<file path="config.mk">
export PLATFORM = sky130hd
export DESIGN_NAME = rls_loop_fsm
export DESIGN_NICKNAME = d
export VERILOG_FILES = /design/src/rls_timer.v /design/src/rls_cap_isect.v /design/src/rls_loop_fsm.v
export VERILOG_INCLUDE_DIRS = /design/src
export SDC_FILE = /design/constraint.sdc
export NUM_CORES = 1
export LEC_CHECK = 0
export ABC_AREA = 1
export BUFFER_PORTS_ARGS = -buffer_cell sky130_fd_sc_hd__buf_2
export CAP_MARGIN = 0
export CORE_MARGIN = 2
export CORE_UTILIZATION = 52
export CTS_BUF_LIST = sky130_fd_sc_hd__clkbuf_8 sky130_fd_sc_hd__clkbuf_16
export DETAILED_ROUTE_END_ITERATION = 10
export GPL_TIMING_DRIVEN = 0
export PLACE_DENSITY = 0.85
export SKIP_CTS_REPAIR_TIMING = 1
export SLEW_MARGIN = 5
export SYNTH_ARGS = -nofsm -noshare
export SYNTH_HDL_FRONTEND = slang
export SYNTH_HIERARCHICAL = 1
export SYNTH_SLANG_ARGS = --single-unit
</file>
<file path="constraint.sdc">
create_clock -name sys_clk_in -period 1.6 [get_ports sys_clk_in]
set_clock_uncertainty 0.05 [all_clocks]
set_input_delay 0.24 -clock sys_clk_in [delete_from_list [all_inputs] [get_ports sys_clk_in]]
set_output_delay 0.24 -clock sys_clk_in [all_outputs]
set_load 0.03 [all_outputs]
</file>
<file path="src/rls_defines.vh">
// register offsets, field positions, reset values and timing counts
// assumes inclusion by every file of the loop-side start-up sequencer
`ifndef RLS_DEFINES_VH
`define RLS_DEFINES_VH

// ****************************************
// register byte offsets
// ****************************************
`define RLS_OFS_CTRL 8'h00
`define RLS_OFS_STATUS 8'h04
`define RLS_OFS_IRQ_STAT 8'h08
`define RLS_OFS_IRQ_MASK 8'h0C
`define RLS_OFS_OWN_CAPS 8'h10
`define RLS_OFS_CAPS_SENT 8'h14
`define RLS_OFS_MODE 8'h18
`define RLS_OFS_DIAG_MODE 8'h1C

// ****************************************
// field positions
// ****************************************
`define RLS_CTRL_EN 0
`define RLS_CTRL_LAUNCH 1
`define RLS_CTRL_ADDR_LO 4
`define RLS_CTRL_ADDR_HI 6
`define RLS_ADDR_W 3
`define RLS_IRQ_W 4
`define RLS_IRQ_ACTIVE 0
`define RLS_IRQ_LINK_FAIL 1
`define RLS_IRQ_HS_TIMEOUT 2
`define RLS_IRQ_SEG_FAIL 3

// ****************************************
// reset values
// ****************************************
`define RLS_RST_EN 1'b0
`define RLS_RST_ADDR 3'h0
`define RLS_RST_MASK 4'h0

// ****************************************
// timing
// ****************************************
`define RLS_CNT_W 40
`define RLS_CLK_HZ 40'd250000000
`define RLS_GUARD_TIME_S 40'd240
`define RLS_HS_TIME_S 40'd30
`define RLS_GUARD_CYCLES (`RLS_GUARD_TIME_S * `RLS_CLK_HZ)
`define RLS_HS_CYCLES (`RLS_HS_TIME_S * `RLS_CLK_HZ)

`endif

</file>
<file path="src/rls_timer.v">
// up-counting timeout timer with a sticky expiry level
// assumes one clock and a synchronous active-high reset
`timescale 1ns/100ps
`include "rls_defines.vh"

module rls_timer #(
  parameter CNT_W = `RLS_CNT_W,
  parameter [CNT_W-1:0] LIMIT = `RLS_GUARD_CYCLES
) (
  input wire sys_clk_in,
  input wire srst_in,
  input wire clear_in,
  input wire run_in,
  output reg expired_out
);

  reg [CNT_W-1:0] count_q;

  // ****************************************
  // counter
  // ****************************************
  // holds its count while run is low, so a stopped timer keeps its value
  always @(posedge sys_clk_in) begin
    if (srst_in || clear_in) begin
      count_q <= {CNT_W{1'b0}};
      expired_out <= 1'b0;
    end else if (run_in && !expired_out) begin
      if (count_q == LIMIT - 1'b1) begin
        expired_out <= 1'b1;
      end else begin
        count_q <= count_q + 1'b1;
      end
    end
  end

endmodule // rls_timer

</file>
<file path="src/rls_cap_isect.v">
// capability list sent to the office-side half
// assumes the inputs are stable in the cycle of load_in
`timescale 1ns/100ps
`include "rls_defines.vh"

module rls_cap_isect #(
  parameter CAP_W = 16
) (
  input wire sys_clk_in,
  input wire srst_in,
  input wire load_in,
  input wire [CAP_W-1:0] own_caps_in,
  input wire [CAP_W-1:0] rx_caps_in,
  input wire probe_used_in,
  input wire [CAP_W-1:0] probe_caps_in,
  output reg [CAP_W-1:0] caps_out
);

  wire [CAP_W-1:0] probe_term;

  // ****************************************
  // intersection
  // ****************************************
  // an unused probe must not narrow the list
  assign probe_term = probe_used_in ? probe_caps_in : {CAP_W{1'b1}};

  always @(posedge sys_clk_in) begin
    if (srst_in) begin
      caps_out <= {CAP_W{1'b0}};
    end else if (load_in) begin
      caps_out <= own_caps_in & rx_caps_in & probe_term;
    end
  end

endmodule // rls_cap_isect

</file>
<file path="src/rls_loop_fsm.v">
// start-up sequencer of the loop-facing regenerator half, with apb registers
// assumes a handshake engine on the loop side and the office-side half on
// the internal interface, all synchronous to sys_clk_in
//
// The implementer's own choices: the register offsets and the APB interface to the registers.
`timescale 1ns/100ps
`include "rls_defines.vh"

// How it works
// - remote-launched start goes idle to wait
// - office-launched start goes idle to session one
// - regenerator launch treated like office launch
// - entering wait raises caps available, sends list
// - sent list is own, received, probe intersection
// - capture office mode with its active indication
// - second session uses exactly the captured mode
// - start-up guard timer lasts four minutes
// - guard expiry before active: idle, link failure
// - handshake not done in 30 s: fail, idle
// - diag bit plus later failure: act office-end
// - diag failure in wait: pick mode, session two
// - status exchanged over dedicated internal connection
// - regenerator address covers eight per span
// - segment failure returns to idle
module rls_loop_fsm #(
  parameter CAP_W = 16,
  parameter MODE_W = 8,
  parameter [`RLS_CNT_W-1:0] GUARD_CYCLES = `RLS_GUARD_CYCLES,
  parameter [`RLS_CNT_W-1:0] HS_CYCLES = `RLS_HS_CYCLES
) (
  input wire sys_clk_in,
  input wire srst_in,
  input wire psel_in,
  input wire penable_in,
  input wire pwrite_in,
  input wire [7:0] paddr_in,
  input wire [31:0] pwdata_in,
  output reg [31:0] prdata_out,
  output wire pready_out,
  output wire pslverr_out,
  output wire irq_out,
  input wire start_remote_in,
  input wire start_office_in,
  input wire hs_ok_in,
  input wire [CAP_W-1:0] hs_rx_caps_in,
  input wire diag_bit_in,
  input wire probe_used_in,
  input wire [CAP_W-1:0] probe_caps_in,
  input wire seg_fail_in,
  output reg hs_start_out,
  output reg [MODE_W-1:0] hs_mode_out,
  output reg office_role_out,
  input wire office_active_in,
  input wire [MODE_W-1:0] office_mode_in,
  input wire office_fail_in,
  output reg caps_avail_out,
  output wire [CAP_W-1:0] caps_list_out,
  output reg link_fail_out,
  output reg [2:0] state_out,
  output reg [`RLS_ADDR_W-1:0] regen_addr_out
);

  // ****************************************
  // states
  // ****************************************
  localparam [2:0] ST_IDLE = 3'h0;
  localparam [2:0] ST_WAIT = 3'h1;
  localparam [2:0] ST_HS1 = 3'h2;
  localparam [2:0] ST_HS2 = 3'h3;
  localparam [2:0] ST_ACT = 3'h4;

  reg en_q;
  reg launch_q;
  reg diag_q;
  reg [`RLS_IRQ_W-1:0] irq_stat_q;
  reg [`RLS_IRQ_W-1:0] irq_mask_q;
  reg [CAP_W-1:0] own_caps_q;
  reg [MODE_W-1:0] diag_mode_q;
  reg [2:0] state_d;
  reg hs_start_d;
  reg fail_d;
  reg hs_to_d;
  reg seg_d;
  reg take_office_d;
  reg take_diag_d;
  reg [31:0] rdata_d;
  reg mapped_d;
  reg [`RLS_IRQ_W-1:0] irq_set_d;
  wire access;
  wire wr_en;
  wire guard_exp;
  wire hs_exp;
  wire guard_run;
  wire guard_clr;
  wire hs_run;
  wire hs_clr;
  wire enter_wait;

  // ****************************************
  // apb slave
  // ****************************************
  // zero wait states; read data is latched in the setup cycle
  assign access = psel_in && penable_in;
  assign wr_en = access && pwrite_in;
  assign pready_out = 1'b1;
  assign pslverr_out = access && !mapped_d;

  always @* begin
    rdata_d = 32'h0000_0000;
    mapped_d = 1'b1;
    case (paddr_in)
      `RLS_OFS_CTRL: begin
        rdata_d[`RLS_CTRL_EN] = en_q;
        rdata_d[`RLS_CTRL_ADDR_HI:`RLS_CTRL_ADDR_LO] = regen_addr_out;
      end
      `RLS_OFS_STATUS: begin
        rdata_d[2:0] = state_out;
        rdata_d[4] = office_role_out;
        rdata_d[5] = diag_q;
        rdata_d[6] = caps_avail_out;
      end
      `RLS_OFS_IRQ_STAT: rdata_d[`RLS_IRQ_W-1:0] = irq_stat_q;
      `RLS_OFS_IRQ_MASK: rdata_d[`RLS_IRQ_W-1:0] = irq_mask_q;
      `RLS_OFS_OWN_CAPS: rdata_d[CAP_W-1:0] = own_caps_q;
      `RLS_OFS_CAPS_SENT: rdata_d[CAP_W-1:0] = caps_list_out;
      `RLS_OFS_MODE: rdata_d[MODE_W-1:0] = hs_mode_out;
      `RLS_OFS_DIAG_MODE: rdata_d[MODE_W-1:0] = diag_mode_q;
      default: mapped_d = 1'b0;
    endcase
  end

  always @(posedge sys_clk_in) begin
    if (srst_in) begin
      prdata_out <= 32'h0000_0000;
      en_q <= `RLS_RST_EN;
      launch_q <= 1'b0;
      regen_addr_out <= `RLS_RST_ADDR;
      irq_mask_q <= `RLS_RST_MASK;
      own_caps_q <= {CAP_W{1'b1}};
      diag_mode_q <= {MODE_W{1'b0}};
    end else begin
      launch_q <= 1'b0;
      if (psel_in && !penable_in) begin
        prdata_out <= rdata_d;
      end
      if (wr_en) begin
        case (paddr_in)
          `RLS_OFS_CTRL: begin
            en_q <= pwdata_in[`RLS_CTRL_EN];
            launch_q <= pwdata_in[`RLS_CTRL_LAUNCH];
            // 3 bits: one address per regenerator, eight in a span
            regen_addr_out <= pwdata_in[`RLS_CTRL_ADDR_HI:`RLS_CTRL_ADDR_LO];
          end
          `RLS_OFS_IRQ_MASK: irq_mask_q <= pwdata_in[`RLS_IRQ_W-1:0];
          `RLS_OFS_OWN_CAPS: own_caps_q <= pwdata_in[CAP_W-1:0];
          `RLS_OFS_DIAG_MODE: diag_mode_q <= pwdata_in[MODE_W-1:0];
          default: ;
        endcase
      end
    end
  end

  // ****************************************
  // timers
  // ****************************************
  assign guard_run = (state_out != ST_IDLE) && (state_out != ST_ACT);
  assign guard_clr = (state_out == ST_IDLE);
  assign hs_run = (state_out == ST_HS1) || (state_out == ST_HS2);
  assign hs_clr = hs_start_out || !hs_run;

  rls_timer #(
    .CNT_W(`RLS_CNT_W),
    .LIMIT(GUARD_CYCLES)
  ) u_guard (
    .sys_clk_in(sys_clk_in),
    .srst_in(srst_in),
    .clear_in(guard_clr),
    .run_in(guard_run),
    .expired_out(guard_exp)
  );

  rls_timer #(
    .CNT_W(`RLS_CNT_W),
    .LIMIT(HS_CYCLES)
  ) u_hs (
    .sys_clk_in(sys_clk_in),
    .srst_in(srst_in),
    .clear_in(hs_clr),
    .run_in(hs_run),
    .expired_out(hs_exp)
  );

  // ****************************************
  // start-up sequence
  // ****************************************
  // outside idle, segment failure outranks every other event in the same cycle
  always @* begin
    state_d = state_out;
    hs_start_d = 1'b0;
    fail_d = 1'b0;
    hs_to_d = 1'b0;
    seg_d = 1'b0;
    take_office_d = 1'b0;
    take_diag_d = 1'b0;
    if (seg_fail_in && (state_out != ST_IDLE)) begin
      state_d = ST_IDLE;
      fail_d = 1'b1;
      seg_d = 1'b1;
    end else begin
      case (state_out)
        ST_IDLE: begin
          if (en_q && (start_office_in || launch_q)) begin
            state_d = ST_HS1;
            hs_start_d = 1'b1;
          end else if (en_q && start_remote_in) begin
            state_d = ST_WAIT;
          end
        end
        ST_WAIT: begin
          if (guard_exp) begin
            state_d = ST_IDLE;
            fail_d = 1'b1;
          end else if (office_active_in) begin
            state_d = ST_HS2;
            take_office_d = 1'b1;
            hs_start_d = 1'b1;
          end else if (office_fail_in && diag_q) begin
            state_d = ST_HS2;
            take_diag_d = 1'b1;
            hs_start_d = 1'b1;
          end else if (office_fail_in) begin
            state_d = ST_IDLE;
          end
        end
        ST_HS1, ST_HS2: begin
          if (guard_exp) begin
            state_d = ST_IDLE;
            fail_d = 1'b1;
          end else if (hs_exp) begin
            state_d = ST_IDLE;
            fail_d = 1'b1;
            hs_to_d = 1'b1;
          end else if (hs_ok_in) begin
            state_d = (state_out == ST_HS1) ? ST_WAIT : ST_ACT;
          end
        end
        ST_ACT: state_d = ST_ACT;
        default: state_d = ST_IDLE;
      endcase
    end
  end

  assign enter_wait = (state_d == ST_WAIT) && (state_out != ST_WAIT);

  always @(posedge sys_clk_in) begin
    if (srst_in) begin
      state_out <= ST_IDLE;
      hs_start_out <= 1'b0;
      link_fail_out <= 1'b0;
      caps_avail_out <= 1'b0;
      hs_mode_out <= {MODE_W{1'b0}};
      office_role_out <= 1'b0;
      diag_q <= 1'b0;
    end else begin
      state_out <= state_d;
      hs_start_out <= hs_start_d;
      link_fail_out <= fail_d;
      caps_avail_out <= (state_d == ST_WAIT);
      if (enter_wait) begin
        diag_q <= diag_bit_in;
      end else if (state_d == ST_IDLE) begin
        diag_q <= 1'b0;
      end
      if (take_office_d) begin
        hs_mode_out <= office_mode_in;
      end else if (take_diag_d) begin
        hs_mode_out <= diag_mode_q;
      end
      if (take_diag_d) begin
        office_role_out <= 1'b1;
      end else if (state_d == ST_IDLE) begin
        office_role_out <= 1'b0;
      end
    end
  end

  rls_cap_isect #(
    .CAP_W(CAP_W)
  ) u_caps (
    .sys_clk_in(sys_clk_in),
    .srst_in(srst_in),
    .load_in(enter_wait),
    .own_caps_in(own_caps_q),
    .rx_caps_in(hs_rx_caps_in),
    .probe_used_in(probe_used_in),
    .probe_caps_in(probe_caps_in),
    .caps_out(caps_list_out)
  );

  // ****************************************
  // interrupts
  // ****************************************
  always @* begin
    irq_set_d = {`RLS_IRQ_W{1'b0}};
    irq_set_d[`RLS_IRQ_ACTIVE] = (state_d == ST_ACT) && (state_out != ST_ACT);
    irq_set_d[`RLS_IRQ_LINK_FAIL] = fail_d;
    irq_set_d[`RLS_IRQ_HS_TIMEOUT] = hs_to_d;
    irq_set_d[`RLS_IRQ_SEG_FAIL] = seg_d;
  end

  // a new event in the clearing cycle survives the write of one
  always @(posedge sys_clk_in) begin
    if (srst_in) begin
      irq_stat_q <= {`RLS_IRQ_W{1'b0}};
    end else if (wr_en && (paddr_in == `RLS_OFS_IRQ_STAT)) begin
      irq_stat_q <= (irq_stat_q & ~pwdata_in[`RLS_IRQ_W-1:0]) | irq_set_d;
    end else begin
      irq_stat_q <= irq_stat_q | irq_set_d;
    end
  end

  assign irq_out = |(irq_stat_q & irq_mask_q);

endmodule // rls_loop_fsm

</file>
## Word level (Yosys, flattened, before mapping)

Cells that the tools add are included.

- Register bits: 167
- Word-level logic and storage cells: 142
- Output and inout port bits: 69
- Input port bits: 93

- Reduce and logical (&&, ||, !) cells: 44
- Bitwise logic cells: 11
- Add/subtract/negate cells: 2
- Multiplexer cells: 48
- Equal/unequal tests: 17

Operators with widths:

| operator | count |
|---|---|
| adder 40 x 1 -> 40 bit (second input constant) | 2 |
| equality test 40 x 33 -> 1 bit (second input constant) | 1 |
| equality test 40 x 36 -> 1 bit (second input constant) | 1 |
| 2-to-1 mux 3 bit | 11 |
| AND 16 bit | 2 |
| equality test 8 x 5 -> 1 bit (second input constant) | 4 |
| 2-to-1 mux 1 bit | 24 |
| one-hot mux 3 bit (6 select lines) | 1 |
| equality test 8 x 4 -> 1 bit (second input constant) | 2 |
| 2-to-1 mux 16 bit | 1 |
| 2-to-1 mux 8 bit | 2 |
| one-hot mux 8 bit (2 select lines) | 1 |
| AND reduction 2 bit | 8 |
| logical AND 1 bit | 14 |
| one-hot mux 2 bit (7 select lines) | 1 |
| one-hot mux 3 bit (4 select lines) | 1 |
| AND 4 bit | 2 |
| equality test 8 x 3 -> 1 bit (second input constant) | 1 |
| logical NOT 8 bit | 1 |
| OR 4 bit | 2 |
| one-hot mux 1 bit (8 select lines) | 1 |
| OR reduction 8 bit | 1 |
| equality test 3 x 1 -> 1 bit (second input constant) | 2 |
| equality test 3 x 2 -> 1 bit (second input constant) | 2 |
| other kinds (17) | 34 |

## Logic depth before layout (Yosys ltp)

Gate-level depths: netlist of run 1.

- Depth in word-level cells: 11
- Depth in mapped cells: 11

## Cells and area by module

Netlist of run 1, hierarchy kept.

Modules (own cells, without submodules):

| module | times used | area an instance (µm²) | cells each |
|---|---|---|---|
| rls_loop_fsm | 1 | 3,584.7 | 514 |
| rls_timer (u_hs) | 1 | 2,872.8 | 499 |
| rls_timer (u_guard) | 1 | 2,781.4 | 479 |
| rls_cap_isect | 1 | 923.4 | 135 |

## Worst setup path before layout of run 1

Ideal clock, no wire load.

- Path type: register to register
- Start: reg state_out[1]
- End: reg u_hs.count_q[0]
- Slack: -322 ps
- Arrival: 1,804 ps
- Clock period less this slack: 1,922 ps
- Setup time: 68 ps
- Path buffers: 1
- Stages on the path, launching flop included: 10
- Cells stage by stage: dfxtp_1 -> inv_1 -> nor2_1 -> inv_1 -> nor2_1 -> inv_1 -> nor2_4 -> buf_2 -> nand2_1 -> a21oi_2

- Longest elaborated chain between the ends: 5

RTL lines:

| what | RTL line | RTL |
|---|---|---|
| start: declaration | rls_loop_fsm.v:59 | `output reg [2:0] state_out,` |
| start signal: assignment | rls_loop_fsm.v:265 | `state_out <= state_d;` |
| equality test 3 x 2 -> 1 bit | rls_loop_fsm.v:168 | `assign hs_run = (state_out == ST_HS1) \|\| (state_out == ST_HS2);` |
| logical OR 1 bit (*) | rls_loop_fsm.v:168 |  |
| net hs_run | rls_loop_fsm.v:95 | `wire hs_run;` |
| logical NOT 1 bit | rls_loop_fsm.v:169 | `assign hs_clr = hs_start_out \|\| !hs_run;` |
| logical OR 1 bit | rls_loop_fsm.v:169 |  |
| logical OR 1 bit | rls_timer.v:24 | `if (srst_in \|\| clear_in) begin` |
| end signal: assignment | rls_timer.v:25 | `count_q <= {CNT_W{1'b0}};` |
| end signal: assignment | rls_timer.v:31 | `count_q <= count_q + 1'b1;` |
| end: declaration | rls_timer.v:17 | `reg [CNT_W-1:0] count_q;` |

Mark *: on every way through the listed nets, which the timed path passes. The rest lies on a longest branch.
A chain may end at the register's enable or synchronous reset.

## Final worst setup path of run 1

- Start: reg state_out[2]
- End: reg u_hs.count_q[38]

The elaborated chain is that of the path after synthesis.

==> results of run 1 <==
## registers in the layout, indices dropped and copies added, names as in the netlist, 3 cells and up
signal           count
regen_addr_out       3
irq_stat_q           4
u_guard/count_q     40
state_out            3
u_caps/caps_out     16
own_caps_q          16
prdata_out          16
hs_mode_out          8
irq_mask_q           4
diag_mode_q          8
u_hs/count_q        40
## power by group through the flow
stage | sequential [uW] | clock [uW] | combinational, uW
6_report | 4160 | 4130 | 584
5_1_grt | 4160 | 4340 | 624
4_1_cts | 4180 | 4120 | 510
3_5_place_dp | 4270 | 0 | 510
3_3_place_gp | 4270 | 0 | 504
2_1_floorplan | 4310 | 0 | 277
## worst paths after layout
| check | to | cells after the start | slack [ns] | start |
|---|---|---|---|---|
| worst min-delay path | hs_mode_out[1]$_SDFFE_PP0P_ | 3 | 0.0009 | office_mode_in[1] |
| worst max register to register | u_hs/count_q[38]$_SDFFE_PP0P_ | 11 | -0.28 | state_out[2]$_SDFF_PP0_ |
| worst max-delay path | u_hs/count_q[38]$_SDFFE_PP0P_ | 11 | -0.28 | state_out[2]$_SDFF_PP0_ |
| worst min register to register | prdata_out[2]$_SDFFE_PP0P_ | 2 | 0.42 | prdata_out[2]$_SDFFE_PP0P_ |
## through the flow
stage,hold WS [ns],total power [uW]
after floorplan,0.316,4590
after global placement,0.399,4780
after detailed placement,0.404,4780
after CTS,-0.0551,8800
after global routing,0.000699,9130
final,0.000863,8870
## placed cells by master, fill, tap and decap left out, types with 8 or more instances in the layout
cell type	synthesis	routed
buf_6	12	27
conb_1	2	17
a21oi_1	93	51
buf_4	22	92
buf_8	1	15
nand3b_1	19	19
dlygate4sd3_1	0	8
nand2_1	525	457
inv_1	167	157
o21ai_2	2	15
nand3_2	4	14
xnor2_1	8	8
inv_2	13	16
dfxtp_2	0	39
xor2_1	25	24
nor2_2	16	42
clkbuf_1	17	8
nand2_2	28	68
a21oi_2	14	56
dfxtp_1	167	113
nand3_1	112	96
o21ai_0	36	33
nand2_4	5	31
dfxtp_4	0	15
nor2_1	230	180
buf_2	11	128
clkbuf_16	0	23
o211ai_1	13	13
nor2_4	6	31
a31oi_1	8	8
nand4_1	28	28
## critical path, stage by stage (launching register included)
cell	delay, ns
dfxtp_4	0.38
buf_6	0.13
nor2_4	0.13
inv_2	0.08
nor2_4	0.17
inv_2	0.08
nor2_4	0.25
buf_6	0.18
clkbuf_16	0.16
nand3_2	0.06
nand2_1	0.07
nor2_1	0.04
## kinds of logic after synthesis
family,share of synthesized area
other,0.000739
XOR/XNOR,0.0284
flip-flops,0.329
AND/OR/NAND/NOR,0.421
adder cells (fa/ha/maj),0.00246
AO/OA/AOI/OAI,0.108
buffers and inverters,0.110
## per-layer routing
layer / part of all wire / GRT usage / wire [um]
met5: 0 / 0 / 0
met4: 0.054 / 0.124 / 1990
met3: 0.091 / 0.0600 / 3340
met2: 0.48 / 0.500 / 17700
met1: 0.37 / 0.356 / 13600
## layout make-up
class                           instances  share of cell area
Sequential cell                       167               0.245
Clock buffer                           17              0.0302
Multi-Input combinational cell       1231               0.481
Inverter                              183              0.0516
Buffer                                 62              0.0386
Clock inverter                         15              0.0112
Timing Repair Buffer                  232               0.120
Tap cell                              265              0.0235
==> flow_summary_export.csv, run 1 <==
group,metric,value,unit
run_status,status,"finished, violations left",
run_status,violations,"negative setup slack",
grt,antenna_found_initial,0,
synth,synth_area_leader_cell,"dfxtp_1",
synth,synth.avg_cell_area,6.25,sq um
synth,yosys_warnings,6,
clock_network,cts.sinks,167,
drt,wl_per_cell,16.9,um
synth,yosysUniqueCellTypes,46,
critical_path,crit_type,"reg2reg",
synth,yosys-top-cells-count,"nand2_1, nor2_1, dfxtp_1, inv_1, nand3_1",
timing,rsz0062_at_grt,"true",
floorplanning,initial_core_util,0.526,
timing,tightest_slew,0.694,ns
cells_and_area,fillers,1442,
clock_network,cts_root_buf,"clkbuf_16",
critical_path,critical_path_required,1.89,ns
timing,slew_viol_final,0,
cells_and_area,diodes,0,
power_and_ir_drop,p_switching,2420,uW
cells_and_area,layout-drive-gt1-share,0.352,
place,dpl.cell_count,2034,
critical_path,critPathLaunchType,"flip-flop",
power_and_ir_drop,pwr_density_cell,629,mW/mm^2
timing,fmax,532,MHz
clock_network,htree_levels,4,
timing,finalHoldViolations,0,
cells_and_area,area.growth.synth_to_final,38.7,%
grt,grt_first_pass_wirelength,48500,um
drt,post-route-drc-count,0,
cells_and_area,multi_input_area,0.00678,sq mm
floorplanning,io_pins,162,
critical_path,endpoint_kind,"flip-flop",
clock_network,cts_tree,"yes",
floorplanning,rows,51,
timing,period_minus_slack,1.88,ns
grt,grt_max_degree,19,
synth,synth_edf_count,0,
power_and_ir_drop,p_leak,0.00598,uW
drt,drt_wl_total,36700,um
place,io_buffer_count,127,
floorplanning,die_x,144,um
synth,yosys.area.top_type_share,0.329,
synth,synth.cell_area,0.0102,sq mm
cells_and_area,fin_nets,1989,
drt,avgViaCountPerCell,5.60,
grt,track_usage,0.292,
cells_and_area,finalCoreUtilization,0.729,
power_and_ir_drop,seqPwrFrac,0.469,
clock_network,path_clk_slew,0.08,ns
place,place_area,0.0113,sq mm
grt,grt_pass1_vias,10200,
timing,setup_ws,-0.281,ns
synth,ys_seq_area_frac,0.329,
floorplanning,die_area,0.0207,sq mm
hold_path,hp-class,"in2reg",
drt,drtAntennaViolNets,0,
timing,finalSetupTns,-16.88,ns
power_and_ir_drop,internal_power,6450,uW
critical_path,crit_fanout,6,
grt,grt-ovfl-total,0,
place,gp_congestion,0.975,
place,dp_worst_setup_slack,-0.537,ns
synth,ys_async_sr_fraction,0,
power_and_ir_drop,p_clk_frac,0.465,
clock_network,clk_latency,0.44,ns
timing,setup_viol,100,
synth,syn_inst,1627,
timing,finalCritPeriodShare,1.18,
timing,slew_headroom,0.538,
synth,synth-main-ff-cell,"dfxtp_1",
synth,ys_top_cells_by_area,"dfxtp_1, nand2_1, nor2_1",
power_and_ir_drop,ir_worst_vdd,0.737,mV
clock_network,clockBufferDepth,2,
job,drv_cap,0,
clock_network,numCtsBuffers,17,
critical_path,worstPathArrival,2.17,ns
place,dp_hpwl,22900,um
drt,drtIter0Drc,1297,
cells_and_area,finalNonFillerCells,2172,
power_and_ir_drop,combPwrFrac,0.066,
synth,yosys.cell_count.top_type,"nand2_1",
synth,ys_seq_elements,167,
drt,vias,12200,
cells_and_area,postLayoutCellArea,0.0141,sq mm
drt,first_pass_iters,8,
power_and_ir_drop,p_sw_frac,0.273,
floorplanning,die_h,144,um
floorplanning,coreArea,0.0193,sq mm
cells_and_area,regArea,0.00345,sq mm
Note: power is estimated with default switching activity, not from simulation.
==> run 2: changes to the inputs <==
--- a/config.mk
+++ b/config.mk
@@ -10,11 +10,11 @@
 export BUFFER_PORTS_ARGS = -buffer_cell sky130_fd_sc_hd__buf_2
 export CAP_MARGIN = 0
 export CORE_MARGIN = 2
-export CORE_UTILIZATION = 52
-export CTS_BUF_LIST = sky130_fd_sc_hd__clkbuf_8 sky130_fd_sc_hd__clkbuf_16
+export CORE_UTILIZATION = 54
+export CTS_BUF_LIST = sky130_fd_sc_hd__clkbuf_4 sky130_fd_sc_hd__clkbuf_8
 export DETAILED_ROUTE_END_ITERATION = 10
 export GPL_TIMING_DRIVEN = 0
-export PLACE_DENSITY = 0.85
+export PLACE_DENSITY = 0.88
 export SKIP_CTS_REPAIR_TIMING = 1
 export SLEW_MARGIN = 5
 export SYNTH_ARGS = -nofsm -noshare
==> flow_summary_export.csv, run 2 (synthesis gave the netlist of run 1 again) <==
group,metric,value,unit
grt,antenna_found_initial,2,
timing,period_minus_slack,1.80,ns
timing,finalCritPeriodShare,1.13,
timing,tightest_slew,0.703,ns
drt,drtIter0Drc,1309,
cells_and_area,multi_input_area,0.00671,sq mm
critical_path,crit_type,"reg2reg",
critical_path,critPathBufInv,3,
cells_and_area,regArea,0.00346,sq mm
floorplanning,die_x,141,um
timing,slew_headroom,0.531,
clock_network,numCtsBuffers,17,
job,drv_cap,0,
critical_path,critPathLaunchType,"flip-flop",
drt,post-route-drc-count,0,
timing,holdWs,0.00116,ns
cells_and_area,final_common_cell,"nand2_1",
drt,vias,12200,
power_and_ir_drop,p_clk_frac,0.395,
run_status,status,"finished, violations left",
critical_path,cp_top_family,"simple AND/OR/NAND/NOR gates",
cells_and_area,fin_nets,1986,
critical_path,worstPathCellList,"nor2_4 > nand2_4 > inv_6 > nand2_4 > nand2_2 > nor2_2 > nand3_2 > nor2_4 > buf_12 > buf_8 > o21ai_2 > a21oi_2",
critical_path,worstPathArrival,2.18,ns
grt,grt_pass1_vias,10100,
cells_and_area,mostFrequentLayoutCells,"nand2_1, nor2_1, inv_1",
floorplanning,rows,50,
grt,track_usage,0.297,
timing,finalHoldViolations,0,
grt,grt-ovfl-total,0,
clock_network,cts_root_buf,"clkbuf_8",
drt,wl_per_cell,17.0,um
power_and_ir_drop,p_switching,2340,uW
grt,grt_max_degree,19,
clock_network,clockBufferDepth,2,
power_and_ir_drop,p_leak,0.00575,uW
power_and_ir_drop,internal_power,5550,uW
power_and_ir_drop,p_sw_frac,0.297,
critical_path,critical_path_required,1.97,ns
place,io_buffer_count,127,
clock_network,cts_tree,"yes",
floorplanning,coreArea,0.0186,sq mm
critical_path,slowest_stage,"dfxtp_4",
floorplanning,initial_core_util,0.547,
drt,avgViaCountPerCell,5.68,
timing,rsz0062_at_grt,"true",
floorplanning,io_pins,162,
power_and_ir_drop,seqPwrFrac,0.527,
critical_path,crit_path_max_incr_delay,0.42,ns
floorplanning,die_h,141,um
cells_and_area,layout-drive-gt1-share,0.334,
clock_network,path_clk_slew,0.10,ns
clock_network,htree_levels,4,
place,dp_hpwl,23100,um
critical_path,endpoint_kind,"flip-flop",
cells_and_area,area.growth.synth_to_final,34.9,%
grt,grt_first_pass_wirelength,48000,um
drt,drt_wl_total,36300,um
timing,setup_viol,101,
run_status,violations,"negative setup slack",
clock_network,clk_latency,0.49,ns
power_and_ir_drop,pwr_density_cell,575,mW/mm^2
drt,drtAntennaViolNets,0,
drt,first_pass_iters,6,
floorplanning,die_area,0.0199,sq mm
power_and_ir_drop,ir_worst_vdd,0.543,mV
place,gp_congestion,0.959,
cells_and_area,fillers,1323,
timing,slew_viol_final,0,
hold_path,hp-class,"in2reg",
cells_and_area,diodes,0,
cells_and_area,reg_top3,"u_guard/count_q (40), u_hs/count_q (40)",
clock_network,cts.sinks,167,
timing,setup_ws,-0.204,ns
timing,fmax,554,MHz
critical_path,crit_fanout,7,
power_and_ir_drop,combPwrFrac,0.077,
timing,finalSetupTns,-12.69,ns
## run 2: changes by cell type in the layout (fill, tap and decap cells not counted), sizes merged
cell         before  now
buf             266  253
inv             188  189
clkinvlp          2    1
nand2           559  560
dlygate4sd3       8   18
clkbuf           37   36
## run 2: final cells by class
type	count	area share
inverters	183	0.0522
repair buffers	227	0.118
clock inverters	15	0.0114
well taps	234	0.0214
flip-flops and latches	167	0.252
clock buffers	17	0.0171
plain buffers	63	0.0388
multi-input cells	1232	0.489
## run 2: through the flow
stage,util,instances,total power (uW),setup WS (ns),instance area (sq um)
3_3_place_gp,0.605,2003,4770,-0.513,11200
3_5_place_dp,0.605,2003,4780,-0.536,11200
6_report,0.738,2138,7880,-0.204,13700
2_1_floorplan,-,1642,4590,-0.0163,10300
5_1_grt,0.738,2138,8080,-0.255,13700
4_1_cts,0.626,2035,7770,-0.573,11600
## run 2: power by group through the flow
| stage | logic [uW] | registers [uW] | clock network [uW] |
|---|---|---|---|
| after floorplan | 277 | 4310 | 0 |
| after global placement | 501 | 4270 | 0 |
| after detailed placement | 507 | 4270 | 0 |
| after CTS | 509 | 4180 | 3090 |
| after global routing | 647 | 4160 | 3270 |
| final | 611 | 4160 | 3120 |
## run 2: final timing paths
kind                         startpoint                               to  slack (ns)  cells after the start
max             state_out[2]$_SDFF_PP0_  u_caps/caps_out[2]$_SDFFE_PP0P_       -0.20                     12
min                        pwdata_in[4]       own_caps_q[4]$_SDFFE_PP1P_       0.001                      3
max reg2reg     state_out[2]$_SDFF_PP0_  u_caps/caps_out[2]$_SDFFE_PP0P_       -0.20                     12
min reg2reg  prdata_out[1]$_SDFFE_PP0P_       prdata_out[1]$_SDFFE_PP0P_        0.43                      2
## run 2: per-layer routing
layer	global-route usage	vias to the layer above	wire, um
met5	0	-	11
met4	0.113	2	1630
met2	0.511	760	17700
li1	-	5636	-
met3	0.0591	175	3460
met1	0.369	5581	13500
## run 2: worst reg2reg max path: cells and delay by family, from the launching register on
family	cells	cell delay, ns
and+or+nand+nor	7	0.73
AOI/OAI and AO/OA	2	0.17
DFF	1	0.42
buffers and inverters	3	0.37
